**src/hdl/motor_pwm_pkg.sv**
```systemverilog
package motor_pwm_pkg;

	// Clock and timing
	localparam int CLK_MHZ = 250;
	localparam int DEAD_NS = 500;
	localparam int DEAD_CYC = (DEAD_NS * CLK_MHZ + 999) / 1000;
	localparam int SPI_BAUD_KHZ = 3120;
	localparam int SPI_HALF_CYC = (CLK_MHZ * 1000) / (2 * SPI_BAUD_KHZ);
	localparam logic [7:0] SPI_HALF = 8'(SPI_HALF_CYC);
	localparam logic [4:0] SPI_LAST_BIT = 5'h0F;

	// Prescalers
	localparam logic [1:0] SEQ_DIV_LAST = 2'h3;
	localparam logic [3:0] SLOW_DIV_LAST = 4'hF;
	localparam logic [3:0] CONV_TICKS_LAST = 4'h3;

	// Register byte offsets
	localparam logic [7:0] OFS_CTRL = 8'h00;
	localparam logic [7:0] OFS_PER_START = 8'h04;
	localparam logic [7:0] OFS_PER_END = 8'h08;
	localparam logic [7:0] OFS_RATIO = 8'h0C;
	localparam logic [7:0] OFS_DEAD = 8'h10;
	localparam logic [7:0] OFS_TRIG = 8'h14;
	localparam logic [7:0] OFS_DUTY0 = 8'h18;
	localparam logic [7:0] OFS_DUTY1 = 8'h1C;
	localparam logic [7:0] OFS_DUTY2 = 8'h20;
	localparam logic [7:0] OFS_SLOW_LIMIT = 8'h24;
	localparam logic [7:0] OFS_STATUS = 8'h28;
	localparam logic [7:0] OFS_RESULT_A = 8'h2C;
	localparam logic [7:0] OFS_RESULT_B = 8'h30;
	localparam logic [7:0] OFS_SPI_DATA = 8'h34;

	// Reset values
	localparam logic [15:0] RST_PER_START = 16'hEC78;
	localparam logic [15:0] RST_PER_END = 16'h1387;
	localparam logic [7:0] RST_RATIO = 8'h02;
	localparam logic [15:0] RST_DEAD = 16'(DEAD_CYC);
	localparam logic [15:0] RST_TRIG = 16'h000D;
	localparam logic [15:0] RST_SLOW_LIMIT = 16'h00FF;

	// Configuration that takes effect at master reload
	typedef struct packed {
		logic [15:0] per_start;
		logic [15:0] per_end;
		logic [7:0] ratio;
		logic [15:0] dead;
		logic [15:0] trig;
		logic [15:0] duty0;
		logic [15:0] duty1;
		logic [15:0] duty2;
	} cfg_s;

	localparam cfg_s CFG_RST = '{
		per_start: RST_PER_START,
		per_end: RST_PER_END,
		ratio: RST_RATIO,
		dead: RST_DEAD,
		trig: RST_TRIG,
		duty0: 16'h0000,
		duty1: 16'h0000,
		duty2: 16'h0000
	};

endpackage

```
**src/hdl/pwm_phase.sv**
```systemverilog
`timescale 1ns/1ps
`default_nettype none
module pwm_phase (
	input wire logic clk_i,
	input wire logic sys_rst_i,
	input wire logic sync_i,
	input wire logic reload_i,
	input wire logic [15:0] start_i,
	input wire logic [15:0] end_i,
	input wire logic [15:0] dead_i,
	input wire logic [15:0] duty_i,
	input wire logic off_i,
	output logic top_n_o,
	output logic bot_o
);
	logic signed [15:0] cnt_q;
	logic signed [15:0] cmp_q;
	logic raw_q;
	logic [15:0] dt_q;
	wire logic signed [15:0] neg_cmp = -cmp_q;
	wire logic raw = (cnt_q >= neg_cmp) && (cnt_q < cmp_q);
	wire logic top_act = raw_q && (dt_q == 16'h0000) && !off_i;
	wire logic bot_act = !raw_q && (dt_q == 16'h0000) && !off_i;

	// Counter restarts on master sync, lockstep with master
	always_ff @(posedge clk_i or posedge sys_rst_i) begin
		if (sys_rst_i) begin
			cnt_q <= $signed(motor_pwm_pkg::RST_PER_START);
		end else if (sync_i || cnt_q == $signed(end_i)) begin
			cnt_q <= $signed(start_i);
		end else begin
			cnt_q <= cnt_q + 16'sh0001;
		end
	end

	// Compare value loads only on master reload
	always_ff @(posedge clk_i or posedge sys_rst_i) begin
		if (sys_rst_i) begin
			cmp_q <= 16'sh0000;
		end else if (reload_i) begin
			cmp_q <= $signed(duty_i);
		end
	end

	// Dead time after every edge of the raw waveform
	always_ff @(posedge clk_i or posedge sys_rst_i) begin
		if (sys_rst_i) begin
			raw_q <= 1'b0;
			dt_q <= 16'h0000;
		end else if (raw != raw_q) begin
			raw_q <= raw;
			dt_q <= dead_i;
		end else if (dt_q != 16'h0000) begin
			dt_q <= dt_q - 16'h0001;
		end
	end

	// Complementary pair, top active low, bottom active high
	always_ff @(posedge clk_i or posedge sys_rst_i) begin
		if (sys_rst_i) begin
			top_n_o <= 1'b1;
			bot_o <= 1'b0;
		end else begin
			top_n_o <= ~top_act;
			bot_o <= bot_act;
		end
	end
endmodule
`default_nettype wire

```
**src/hdl/scan_sequencer.sv**
```systemverilog
`timescale 1ns/1ps
`default_nettype none
module scan_sequencer (
	input wire logic clk_i,
	input wire logic sys_rst_i,
	input wire logic sync_i,
	input wire logic [11:0] sample_i,
	output logic conv_req_o,
	output logic conv_slot_o,
	output logic [11:0] res0_o,
	output logic [11:0] res1_o,
	output logic done_o
);
	typedef enum logic {SEQ_IDLE, SEQ_CONV} seq_state_e;
	seq_state_e state_q;
	logic [1:0] div_q;
	logic [3:0] tcnt_q;
	wire logic tick = (div_q == motor_pwm_pkg::SEQ_DIV_LAST);
	wire logic conv_end = tick && (tcnt_q == motor_pwm_pkg::CONV_TICKS_LAST);

	// Converter clock is the system clock divided by four
	always_ff @(posedge clk_i or posedge sys_rst_i) begin
		if (sys_rst_i) begin
			div_q <= 2'h0;
		end else begin
			div_q <= div_q + 2'h1;
		end
	end

	// One scan per sync, two slots in order
	always_ff @(posedge clk_i or posedge sys_rst_i) begin
		if (sys_rst_i) begin
			state_q <= SEQ_IDLE;
			tcnt_q <= 4'h0;
			conv_req_o <= 1'b0;
			conv_slot_o <= 1'b0;
			res0_o <= 12'h000;
			res1_o <= 12'h000;
			done_o <= 1'b0;
		end else begin
			done_o <= 1'b0;
			case (state_q)
				SEQ_IDLE: begin
					if (sync_i) begin
						state_q <= SEQ_CONV;
						tcnt_q <= 4'h0;
						conv_req_o <= 1'b1;
						conv_slot_o <= 1'b0;
					end
				end
				SEQ_CONV: begin
					if (conv_end) begin
						tcnt_q <= 4'h0;
						if (conv_slot_o) begin
							res1_o <= sample_i;
							done_o <= 1'b1;
							conv_req_o <= 1'b0;
							state_q <= SEQ_IDLE;
						end else begin
							res0_o <= sample_i;
							conv_slot_o <= 1'b1;
						end
					end else if (tick) begin
						tcnt_q <= tcnt_q + 4'h1;
					end
				end
				default: begin
					state_q <= SEQ_IDLE;
				end
			endcase
		end
	end
endmodule
`default_nettype wire

```
**src/hdl/motor_pwm_adc_sync.sv**
```systemverilog
// Summary of operation
// - PWM period is counter stepping from start value to end value.
// - Master reload issued only every nth reload opportunity, default two.
// - Phase and trigger values load only on master reload.
// - Phase counters resynchronised by master sync, counting in lockstep.
// - Trigger counter restarts on master reload, not master sync.
// - Trigger counter advances at half the master counter rate.
// - Trigger compare match asserts converter trigger, default setting 13.
// - Converter trigger drives sync inputs of both sequencers.
// - Each sequencer scans first and second slots, 12-bit, in order.
// - End-of-scan raised after sequencer A finishes both slots.
// - Sequencers run from the clock divided by four.
// - Six outputs, complementary top and bottom per phase.
// - Dead time inserted between complementary outputs, default 0.5 us.
// - High-side outputs active low, low-side outputs active high.
// - Fault disables all outputs; recovery at first reload opportunity after clear.
// - Slow timer on clock divided by 16, 0 to limit, tick at reload.
// - Default slow limit gives a slow tick every 4096 clocks, faster than the 10000-clock PWM period.
// - Gate driver serial port is master, 3.12 MHz, select active high.
`timescale 1ns/1ps
`default_nettype none
module motor_pwm_adc_sync (
	input wire logic clk_i,
	input wire logic sys_rst_i,
	input wire logic [7:0] addr_i,
	input wire logic [31:0] wr_data_i,
	input wire logic wr_en_i,
	input wire logic rd_en_i,
	output logic [31:0] rd_data_o,
	input wire logic overcurrent_fault_input_i,
	output logic [2:0] pwm_top_n_o,
	output logic [2:0] pwm_bot_o,
	output logic converter_trigger_out_o,
	output logic conv_req_a_o,
	output logic conv_slot_a_o,
	input wire logic [11:0] sample_a_i,
	output logic conv_req_b_o,
	output logic conv_slot_b_o,
	input wire logic [11:0] sample_b_i,
	output logic end_of_scan_o,
	output logic slow_tick_o,
	output logic spi_sclk_o,
	output logic spi_mosi_o,
	output logic spi_cs1_o
);
	motor_pwm_pkg::cfg_s buf_q;
	motor_pwm_pkg::cfg_s act_q;
	logic run_q;
	logic [15:0] slow_limit_q;
	logic signed [15:0] mcnt_q;
	logic [7:0] opp_q;
	logic half_q;
	logic [15:0] tcnt_q;
	logic trig_done_q;
	logic f1_q;
	logic f2_q;
	logic f3_q;
	logic fault_lvl_q;
	logic fault_lat_q;
	logic [3:0] pre_q;
	logic [15:0] scnt_q;
	logic spi_busy_q;
	logic [7:0] spi_div_q;
	logic [4:0] spi_bit_q;
	logic [15:0] spi_sh_q;
	logic [11:0] res0_a;
	logic [11:0] res1_a;
	logic [11:0] res0_b;
	logic [11:0] res1_b;
	logic done_a;
	logic done_b;
	logic [31:0] rd_mux;

	// Address decode
	wire logic wr_ctrl = wr_en_i && addr_i == motor_pwm_pkg::OFS_CTRL;
	wire logic wr_start = wr_en_i && addr_i == motor_pwm_pkg::OFS_PER_START;
	wire logic wr_end = wr_en_i && addr_i == motor_pwm_pkg::OFS_PER_END;
	wire logic wr_ratio = wr_en_i && addr_i == motor_pwm_pkg::OFS_RATIO;
	wire logic wr_dead = wr_en_i && addr_i == motor_pwm_pkg::OFS_DEAD;
	wire logic wr_trig = wr_en_i && addr_i == motor_pwm_pkg::OFS_TRIG;
	wire logic wr_duty0 = wr_en_i && addr_i == motor_pwm_pkg::OFS_DUTY0;
	wire logic wr_duty1 = wr_en_i && addr_i == motor_pwm_pkg::OFS_DUTY1;
	wire logic wr_duty2 = wr_en_i && addr_i == motor_pwm_pkg::OFS_DUTY2;
	wire logic wr_slow = wr_en_i && addr_i == motor_pwm_pkg::OFS_SLOW_LIMIT;
	wire logic wr_spi = wr_en_i && addr_i == motor_pwm_pkg::OFS_SPI_DATA;

	// Master counter wrap is the reload opportunity and master sync
	wire logic wrap = (mcnt_q == $signed(act_q.per_end));
	wire logic [7:0] ratio_m1 = (act_q.ratio == 8'h00) ? 8'h00 :
		act_q.ratio - 8'h01;
	wire logic mreload = wrap && (opp_q == ratio_m1);
	wire logic outputs_off = fault_lat_q || !run_q;
	wire logic trig_hit = half_q && !trig_done_q && (tcnt_q == act_q.trig);
	wire logic slow_tick = (pre_q == motor_pwm_pkg::SLOW_DIV_LAST);
	// Limit lowered below the count still wraps at the next tick
	wire logic slow_wrap = slow_tick && (scnt_q >= slow_limit_q);
	wire logic spi_edge = spi_busy_q &&
		(spi_div_q == motor_pwm_pkg::SPI_HALF - 8'h01);

	// Buffered configuration written by software
	always_ff @(posedge clk_i or posedge sys_rst_i) begin
		if (sys_rst_i) begin
			buf_q <= motor_pwm_pkg::CFG_RST;
			run_q <= 1'b0;
			slow_limit_q <= motor_pwm_pkg::RST_SLOW_LIMIT;
		end else begin
			if (wr_ctrl) run_q <= wr_data_i[0];
			if (wr_start) buf_q.per_start <= wr_data_i[15:0];
			if (wr_end) buf_q.per_end <= wr_data_i[15:0];
			if (wr_ratio) buf_q.ratio <= wr_data_i[7:0];
			if (wr_dead) buf_q.dead <= wr_data_i[15:0];
			if (wr_trig) buf_q.trig <= wr_data_i[15:0];
			if (wr_duty0) buf_q.duty0 <= wr_data_i[15:0];
			if (wr_duty1) buf_q.duty1 <= wr_data_i[15:0];
			if (wr_duty2) buf_q.duty2 <= wr_data_i[15:0];
			if (wr_slow) slow_limit_q <= wr_data_i[15:0];
		end
	end

	// Active set follows the buffer only at master reload
	always_ff @(posedge clk_i or posedge sys_rst_i) begin
		if (sys_rst_i) begin
			act_q <= motor_pwm_pkg::CFG_RST;
		end else if (mreload) begin
			act_q <= buf_q;
		end
	end

	// Master counter from start to end value
	always_ff @(posedge clk_i or posedge sys_rst_i) begin
		if (sys_rst_i) begin
			mcnt_q <= $signed(motor_pwm_pkg::RST_PER_START);
		end else if (wrap) begin
			mcnt_q <= $signed(act_q.per_start);
		end else begin
			mcnt_q <= mcnt_q + 16'sh0001;
		end
	end

	// Count opportunities, reload on every nth
	always_ff @(posedge clk_i or posedge sys_rst_i) begin
		if (sys_rst_i) begin
			opp_q <= 8'h00;
		end else if (mreload) begin
			opp_q <= 8'h00;
		end else if (wrap) begin
			opp_q <= opp_q + 8'h01;
		end
	end

	// Trigger counter at half rate, restarted by master reload
	always_ff @(posedge clk_i or posedge sys_rst_i) begin
		if (sys_rst_i) begin
			half_q <= 1'b0;
			tcnt_q <= 16'h0000;
			trig_done_q <= 1'b0;
		end else if (mreload) begin
			half_q <= 1'b0;
			tcnt_q <= 16'h0000;
			trig_done_q <= 1'b0;
		end else begin
			half_q <= ~half_q;
			if (half_q) tcnt_q <= tcnt_q + 16'h0001;
			if (trig_hit) trig_done_q <= 1'b1;
		end
	end

	// Converter trigger pulse on compare match
	always_ff @(posedge clk_i or posedge sys_rst_i) begin
		if (sys_rst_i) begin
			converter_trigger_out_o <= 1'b0;
		end else begin
			converter_trigger_out_o <= trig_hit;
		end
	end

	// Fault pin synchroniser, level counts when stages two and three agree
	always_ff @(posedge clk_i or posedge sys_rst_i) begin
		if (sys_rst_i) begin
			f1_q <= 1'b0;
			f2_q <= 1'b0;
			f3_q <= 1'b0;
			fault_lvl_q <= 1'b0;
		end else begin
			f1_q <= overcurrent_fault_input_i;
			f2_q <= f1_q;
			f3_q <= f2_q;
			if (f2_q == f3_q) fault_lvl_q <= f3_q;
		end
	end

	// Fault latch, set wins over the reload opportunity that would clear it
	always_ff @(posedge clk_i or posedge sys_rst_i) begin
		if (sys_rst_i) begin
			fault_lat_q <= 1'b0;
		end else if (fault_lvl_q) begin
			fault_lat_q <= 1'b1;
		end else if (wrap) begin
			fault_lat_q <= 1'b0;
		end
	end

	// Three phase submodules sharing master sync and reload
	// Duties come from the buffer; phases latch them at master reload
	logic [15:0] duty [3];
	assign duty[0] = buf_q.duty0;
	assign duty[1] = buf_q.duty1;
	assign duty[2] = buf_q.duty2;
	genvar gi;
	generate
		for (gi = 0; gi < 3; gi++) begin : g_phase
			pwm_phase u_phase (
				.clk_i(clk_i),
				.sys_rst_i(sys_rst_i),
				.sync_i(wrap),
				.reload_i(mreload),
				.start_i(act_q.per_start),
				.end_i(act_q.per_end),
				.dead_i(act_q.dead),
				.duty_i(duty[gi]),
				.off_i(outputs_off),
				.top_n_o(pwm_top_n_o[gi]),
				.bot_o(pwm_bot_o[gi])
			);
		end
	endgenerate

	// Both sequencers start on the same trigger
	scan_sequencer u_seq_a (
		.clk_i(clk_i),
		.sys_rst_i(sys_rst_i),
		.sync_i(converter_trigger_out_o),
		.sample_i(sample_a_i),
		.conv_req_o(conv_req_a_o),
		.conv_slot_o(conv_slot_a_o),
		.res0_o(res0_a),
		.res1_o(res1_a),
		.done_o(done_a)
	);
	scan_sequencer u_seq_b (
		.clk_i(clk_i),
		.sys_rst_i(sys_rst_i),
		.sync_i(converter_trigger_out_o),
		.sample_i(sample_b_i),
		.conv_req_o(conv_req_b_o),
		.conv_slot_o(conv_slot_b_o),
		.res0_o(res0_b),
		.res1_o(res1_b),
		.done_o(done_b)
	);
	assign end_of_scan_o = done_a;

	// Slow-loop timer on divide-by-16 prescaler
	always_ff @(posedge clk_i or posedge sys_rst_i) begin
		if (sys_rst_i) begin
			pre_q <= 4'h0;
			scnt_q <= 16'h0000;
			slow_tick_o <= 1'b0;
		end else begin
			pre_q <= pre_q + 4'h1;
			slow_tick_o <= slow_wrap;
			if (slow_wrap) begin
				scnt_q <= 16'h0000;
			end else if (slow_tick) begin
				scnt_q <= scnt_q + 16'h0001;
			end
		end
	end

	// Gate driver serial master, mode 0, MSB first, select active high
	always_ff @(posedge clk_i or posedge sys_rst_i) begin
		if (sys_rst_i) begin
			spi_busy_q <= 1'b0;
			spi_div_q <= 8'h00;
			spi_bit_q <= 5'h00;
			spi_sh_q <= 16'h0000;
			spi_sclk_o <= 1'b0;
			spi_cs1_o <= 1'b0;
		end else if (wr_spi && !spi_busy_q) begin
			spi_busy_q <= 1'b1;
			spi_sh_q <= wr_data_i[15:0];
			spi_div_q <= 8'h00;
			spi_bit_q <= 5'h00;
			spi_cs1_o <= 1'b1;
		end else if (spi_busy_q) begin
			spi_div_q <= spi_edge ? 8'h00 : spi_div_q + 8'h01;
			if (spi_edge && !spi_sclk_o) begin
				spi_sclk_o <= 1'b1;
			end else if (spi_edge) begin
				spi_sclk_o <= 1'b0;
				spi_sh_q <= {spi_sh_q[14:0], 1'b0};
				spi_bit_q <= spi_bit_q + 5'h01;
				if (spi_bit_q == motor_pwm_pkg::SPI_LAST_BIT) begin
					spi_busy_q <= 1'b0;
					spi_cs1_o <= 1'b0;
				end
			end
		end
	end
	assign spi_mosi_o = spi_sh_q[15];

	// Read selection, unmapped addresses read zero
	assign rd_mux =
		(addr_i == motor_pwm_pkg::OFS_CTRL) ? {31'h0, run_q} :
		(addr_i == motor_pwm_pkg::OFS_PER_START) ? {16'h0, buf_q.per_start} :
		(addr_i == motor_pwm_pkg::OFS_PER_END) ? {16'h0, buf_q.per_end} :
		(addr_i == motor_pwm_pkg::OFS_RATIO) ? {24'h0, buf_q.ratio} :
		(addr_i == motor_pwm_pkg::OFS_DEAD) ? {16'h0, buf_q.dead} :
		(addr_i == motor_pwm_pkg::OFS_TRIG) ? {16'h0, buf_q.trig} :
		(addr_i == motor_pwm_pkg::OFS_DUTY0) ? {16'h0, buf_q.duty0} :
		(addr_i == motor_pwm_pkg::OFS_DUTY1) ? {16'h0, buf_q.duty1} :
		(addr_i == motor_pwm_pkg::OFS_DUTY2) ? {16'h0, buf_q.duty2} :
		(addr_i == motor_pwm_pkg::OFS_SLOW_LIMIT) ? {16'h0, slow_limit_q} :
		(addr_i == motor_pwm_pkg::OFS_STATUS) ?
			{29'h0, spi_busy_q, fault_lvl_q, fault_lat_q} :
		(addr_i == motor_pwm_pkg::OFS_RESULT_A) ?
			{4'h0, res1_a, 4'h0, res0_a} :
		(addr_i == motor_pwm_pkg::OFS_RESULT_B) ?
			{4'h0, res1_b, 4'h0, res0_b} :
		32'h0000_0000;

	// Read data registered, valid the cycle after the strobe only
	always_ff @(posedge clk_i or posedge sys_rst_i) begin
		if (sys_rst_i) begin
			rd_data_o <= 32'h0000_0000;
		end else begin
			rd_data_o <= rd_en_i ? rd_mux : 32'h0000_0000;
		end
	end

	// Sequencer B completion is not an event of its own
	logic unused_done_b;
	assign unused_done_b = done_b;
endmodule
`default_nettype wire

```
**config.mk**
```make
export PLATFORM = sky130hd
export DESIGN_NAME = motor_pwm_adc_sync
export DESIGN_NICKNAME = d
export VERILOG_FILES = /design/src/hdl/motor_pwm_pkg.sv /design/src/hdl/pwm_phase.sv /design/src/hdl/scan_sequencer.sv /design/src/hdl/motor_pwm_adc_sync.sv
export SDC_FILE = /design/constraint.sdc
export NUM_CORES = 2
export LEC_CHECK = 0
export ABC_AREA = 1
export BUFFER_PORTS_ARGS = -buffer_cell sky130_fd_sc_hd__buf_2
export CAP_MARGIN = 20
export CORE_ASPECT_RATIO = 0.9
export CORE_MARGIN = 4
export CORE_UTILIZATION = 60
export DETAILED_ROUTE_END_ITERATION = 8
export PLACE_DENSITY = 0.78
export SLEW_MARGIN = 20
export SYNTH_ARGS = -nofsm -noshare
export SYNTH_HDL_FRONTEND = slang
export SYNTH_SLANG_ARGS = --single-unit
```
**constraint.sdc**
```tcl
create_clock -name clk_i -period 24.4 [get_ports clk_i]
set_input_delay 3.66 -clock clk_i [delete_from_list [all_inputs] [get_ports clk_i]]
set_output_delay 3.66 -clock clk_i [all_outputs]
set_load 0.01 [all_outputs]
```
==> summary.txt <==
status = finished, final reports clean
Setup crit end = g_phase[0].u_phase.dt_q[1]
die area = 54000 um^2
largest net degree at the start of global routing = 191
fmax = 0.157 GHz
library cells used by synthesis = 55
commonest non-fill, non-tap cell in the layout = nand2_1
Reg2Reg Depth = 21
Post-CTS Setup Bufs = 0
All-Layer GR Usage = 0.288
post-route cell area = 32900 um^2
Post-synth ARST share = 1.00
first-pass GRT wire length = 125000 um
Critical R2R Launch = g_phase[1].u_phase.cmp_q[0]
Die X = 244 um
initial antenna violation count = 1
period utilisation layout = 0.261
Hold-fix buffers, CTS = 0
fillers = 3984
Hold Vio Cnt, Final = 0
Yosys reg bits = 558
sw power = 0.00210 W
crit start category = primary input
post-synthesis sequential area ratio = 0.467
root buf cell = clkbuf_16
WP data arrival = 6.97 ns
worst hold path type = register to register
DRT Pass-1 Iters = 6
final-stage net count = 3941
drc violations = 0
CP Max Fanout = 131
IO Port Bufs = 96
clock latency on the worst-skew pair = 0.62 ns
clk sinks = 558
detailed placement HPWL = 55600 um
share of layout cells above drive strength 1 = 0.115
Clock power frac = 0.199
clock-pin slew on the worst setup and hold paths = 0.06 ns
vias in the first global route = 23.2k
Final Max Tran Viols = 0
gpl congestion = 1.00
post_cts resized = 0
Int Power = 0.00244 W
clk buf depth = 3
RSZ-0062 raised after global routing = false
gr ovfl total = 0
H-Tree Depth = 2
final core utilization = 0.665
clock skew = 0.0203 ns
via count = 24.6k
I/O pins = 117
Tmin final = 6.36 ns
row count = 77
Crit Path Category = primary input to async pin
Vias per Instance = 5.53
reg2reg setup slack = 19.93 ns
Core Box Area = 49400 um^2
Slew headroom = 0.307
placed inst area = 30900 um^2
Reg-to-Reg End = g_phase[1].u_phase.dt_q[10]
Power, Total = 0.00453 W
PnR worst setup slack = 18.04 ns
hold path startpoint = f1_q
Cell Area, Synth = 30200 um^2
DRT antenna net count = 0
initial core utilization = 0.611
1st-iter DRT viols = 2555
sw frac = 0.462
Area Overhead vs Synth = 8.88%
sequential fraction of design power = 0.305
Worst Tran Pin Value = 1.04 ns
setup violators final = 0
synth warn = 0
drt total wl = 78100 um
VDD IR max = 111 uV
pwr/cell area = 138 nW/um^2
Syn Area/Cell = 8.17 um^2
pre-CTS setup slack = 17.15 ns
Die Ht = 221 um
Post-synth EDFFs = 0
CP required = 25.01 ns
max-cap violation count = 0
Gate power share = 0.495
crit end category = async pin
TritonCTS clock tree = done
commonest non-fill, non-tap cells in the layout = 912 x nand2_1, 486 x inv_1, 459 x dfrtp_1
Cells after Synth = 3696
Main synth FF type = dfrtp_1
Sum Neg Setup Slack = 0 ns
LEAKAGE = 15.7 nW
crit path launch = sys_rst_i
Wirelength per Cell = 17.5 um
CTS buffer count = 57
state kept, by name, summed over array words and instances (netlist names), 12 cells and up:
register and flops:
rd_data_o 28, u_seq_a.res1_o 12, g_phase.u_phase.dt_q 48, mcnt_q 16, g_phase.u_phase.cnt_q 48, spi_sh_q 16
act_q 72, g_phase.u_phase.cmp_q 48, slow_limit_q 16, u_seq_b.res1_o 12, scnt_q 16, u_seq_a.res0_o 12
u_seq_b.res0_o 12, tcnt_q 16, buf_q 120
Yosys cell counts (all sizes together) (3+ instances only):
cell type	number	area [um^2]
o211ai	6	45.0
or2	23	144
nand4	47	309
a31oi	6	37.5
nor3	68	345
o22ai	15	93.8
xor2	140	1230
a21o	4	30.0
ha	131	1640
nand3	158	801
clkbuf	62	235
and3	5	31.3
inv	497	1870
o21a	3	22.5
dfrtp	459	11500
nand3b	9	67.6
dfstp	99	2600
a21oi	124	621
nor3b	9	67.6
xnor2	50	438
o21bai	4	30.0
nor4	28	181
buf	66	492
mux2	4	45.0
o21ai	504	2820
nand2	915	3440
nor2	241	927
power by group through the flow:
stage          Combinational (W)  Sequential (W)  Clock, W
2_1_floorplan            0.00181         0.00130         0
3_3_place_gp             0.00215         0.00139         0
3_5_place_dp             0.00222         0.00139         0
4_1_cts                  0.00224         0.00138  0.000911
5_1_grt                  0.00258         0.00141  0.000949
6_report                 0.00224         0.00139  0.000904
area by class of cell:
| type | count | area, um^2 | share of cell area |
|---|---|---|---|
| flip-flops and latches | 558 | 14100 | 0.428 |
| multi-input cells | 2514 | 13500 | 0.411 |
| inverters | 499 | 1880 | 0.0572 |
| clock buffers | 87 | 1710 | 0.0520 |
| well taps | 671 | 840 | 0.0255 |
| repair buffers | 111 | 606 | 0.0184 |
| clock inverters | 18 | 233 | 0.00708 |
| diodes | 1 | 2.50 | 0.0000761 |
how the worst min path moves through the flow:
| stage | to | slack, ns | cells after the start |
|---|---|---|---|
| finish | f2_q | 0.36 | 0 |
| global route | f2_q | 0.38 | 0 |
| CTS | f2_q | 0.36 | 0 |
| detailed placement | f2_q | 0.34 | 0 |
| global placement | f2_q | 0.33 | 0 |
| floorplan | f2_q | 0.33 | 0 |
worst max-delay path: stages:
cell	delay, ns
buf_2	0.13
inv_8	0.56
buf_4	0.85
buf_4	0.83
buf_4	0.82
logic make-up after synthesis:
logic type / share of synthesized area
xor+xnor: 0.0551
fa+ha+maj: 0.0546
mux: 0.00149
flops: 0.467
simple gates: 0.210
buf+inv: 0.0861
other cells: 0.000124
compound gates: 0.126
layer usage:
metal | vias to the layer above | routed length, um | track usage
met5 | - | 15 | 0
met4 | 2 | 3080 | 0.105
met1 | 11600 | 34100 | 0.426
met3 | 182 | 6800 | 0.0504
met2 | 880 | 34100 | 0.431
li1 | 12000 | - | -
stage by stage:
step | instances | hold WS (ns)
global placement | 4353 | 0.331
detailed placement | 4353 | 0.343
finish | 4459 | 0.356
global route | 4458 | 0.380
CTS | 4458 | 0.356
floorplan | 3699 | 0.331
(Power assumes the default switching activity.)
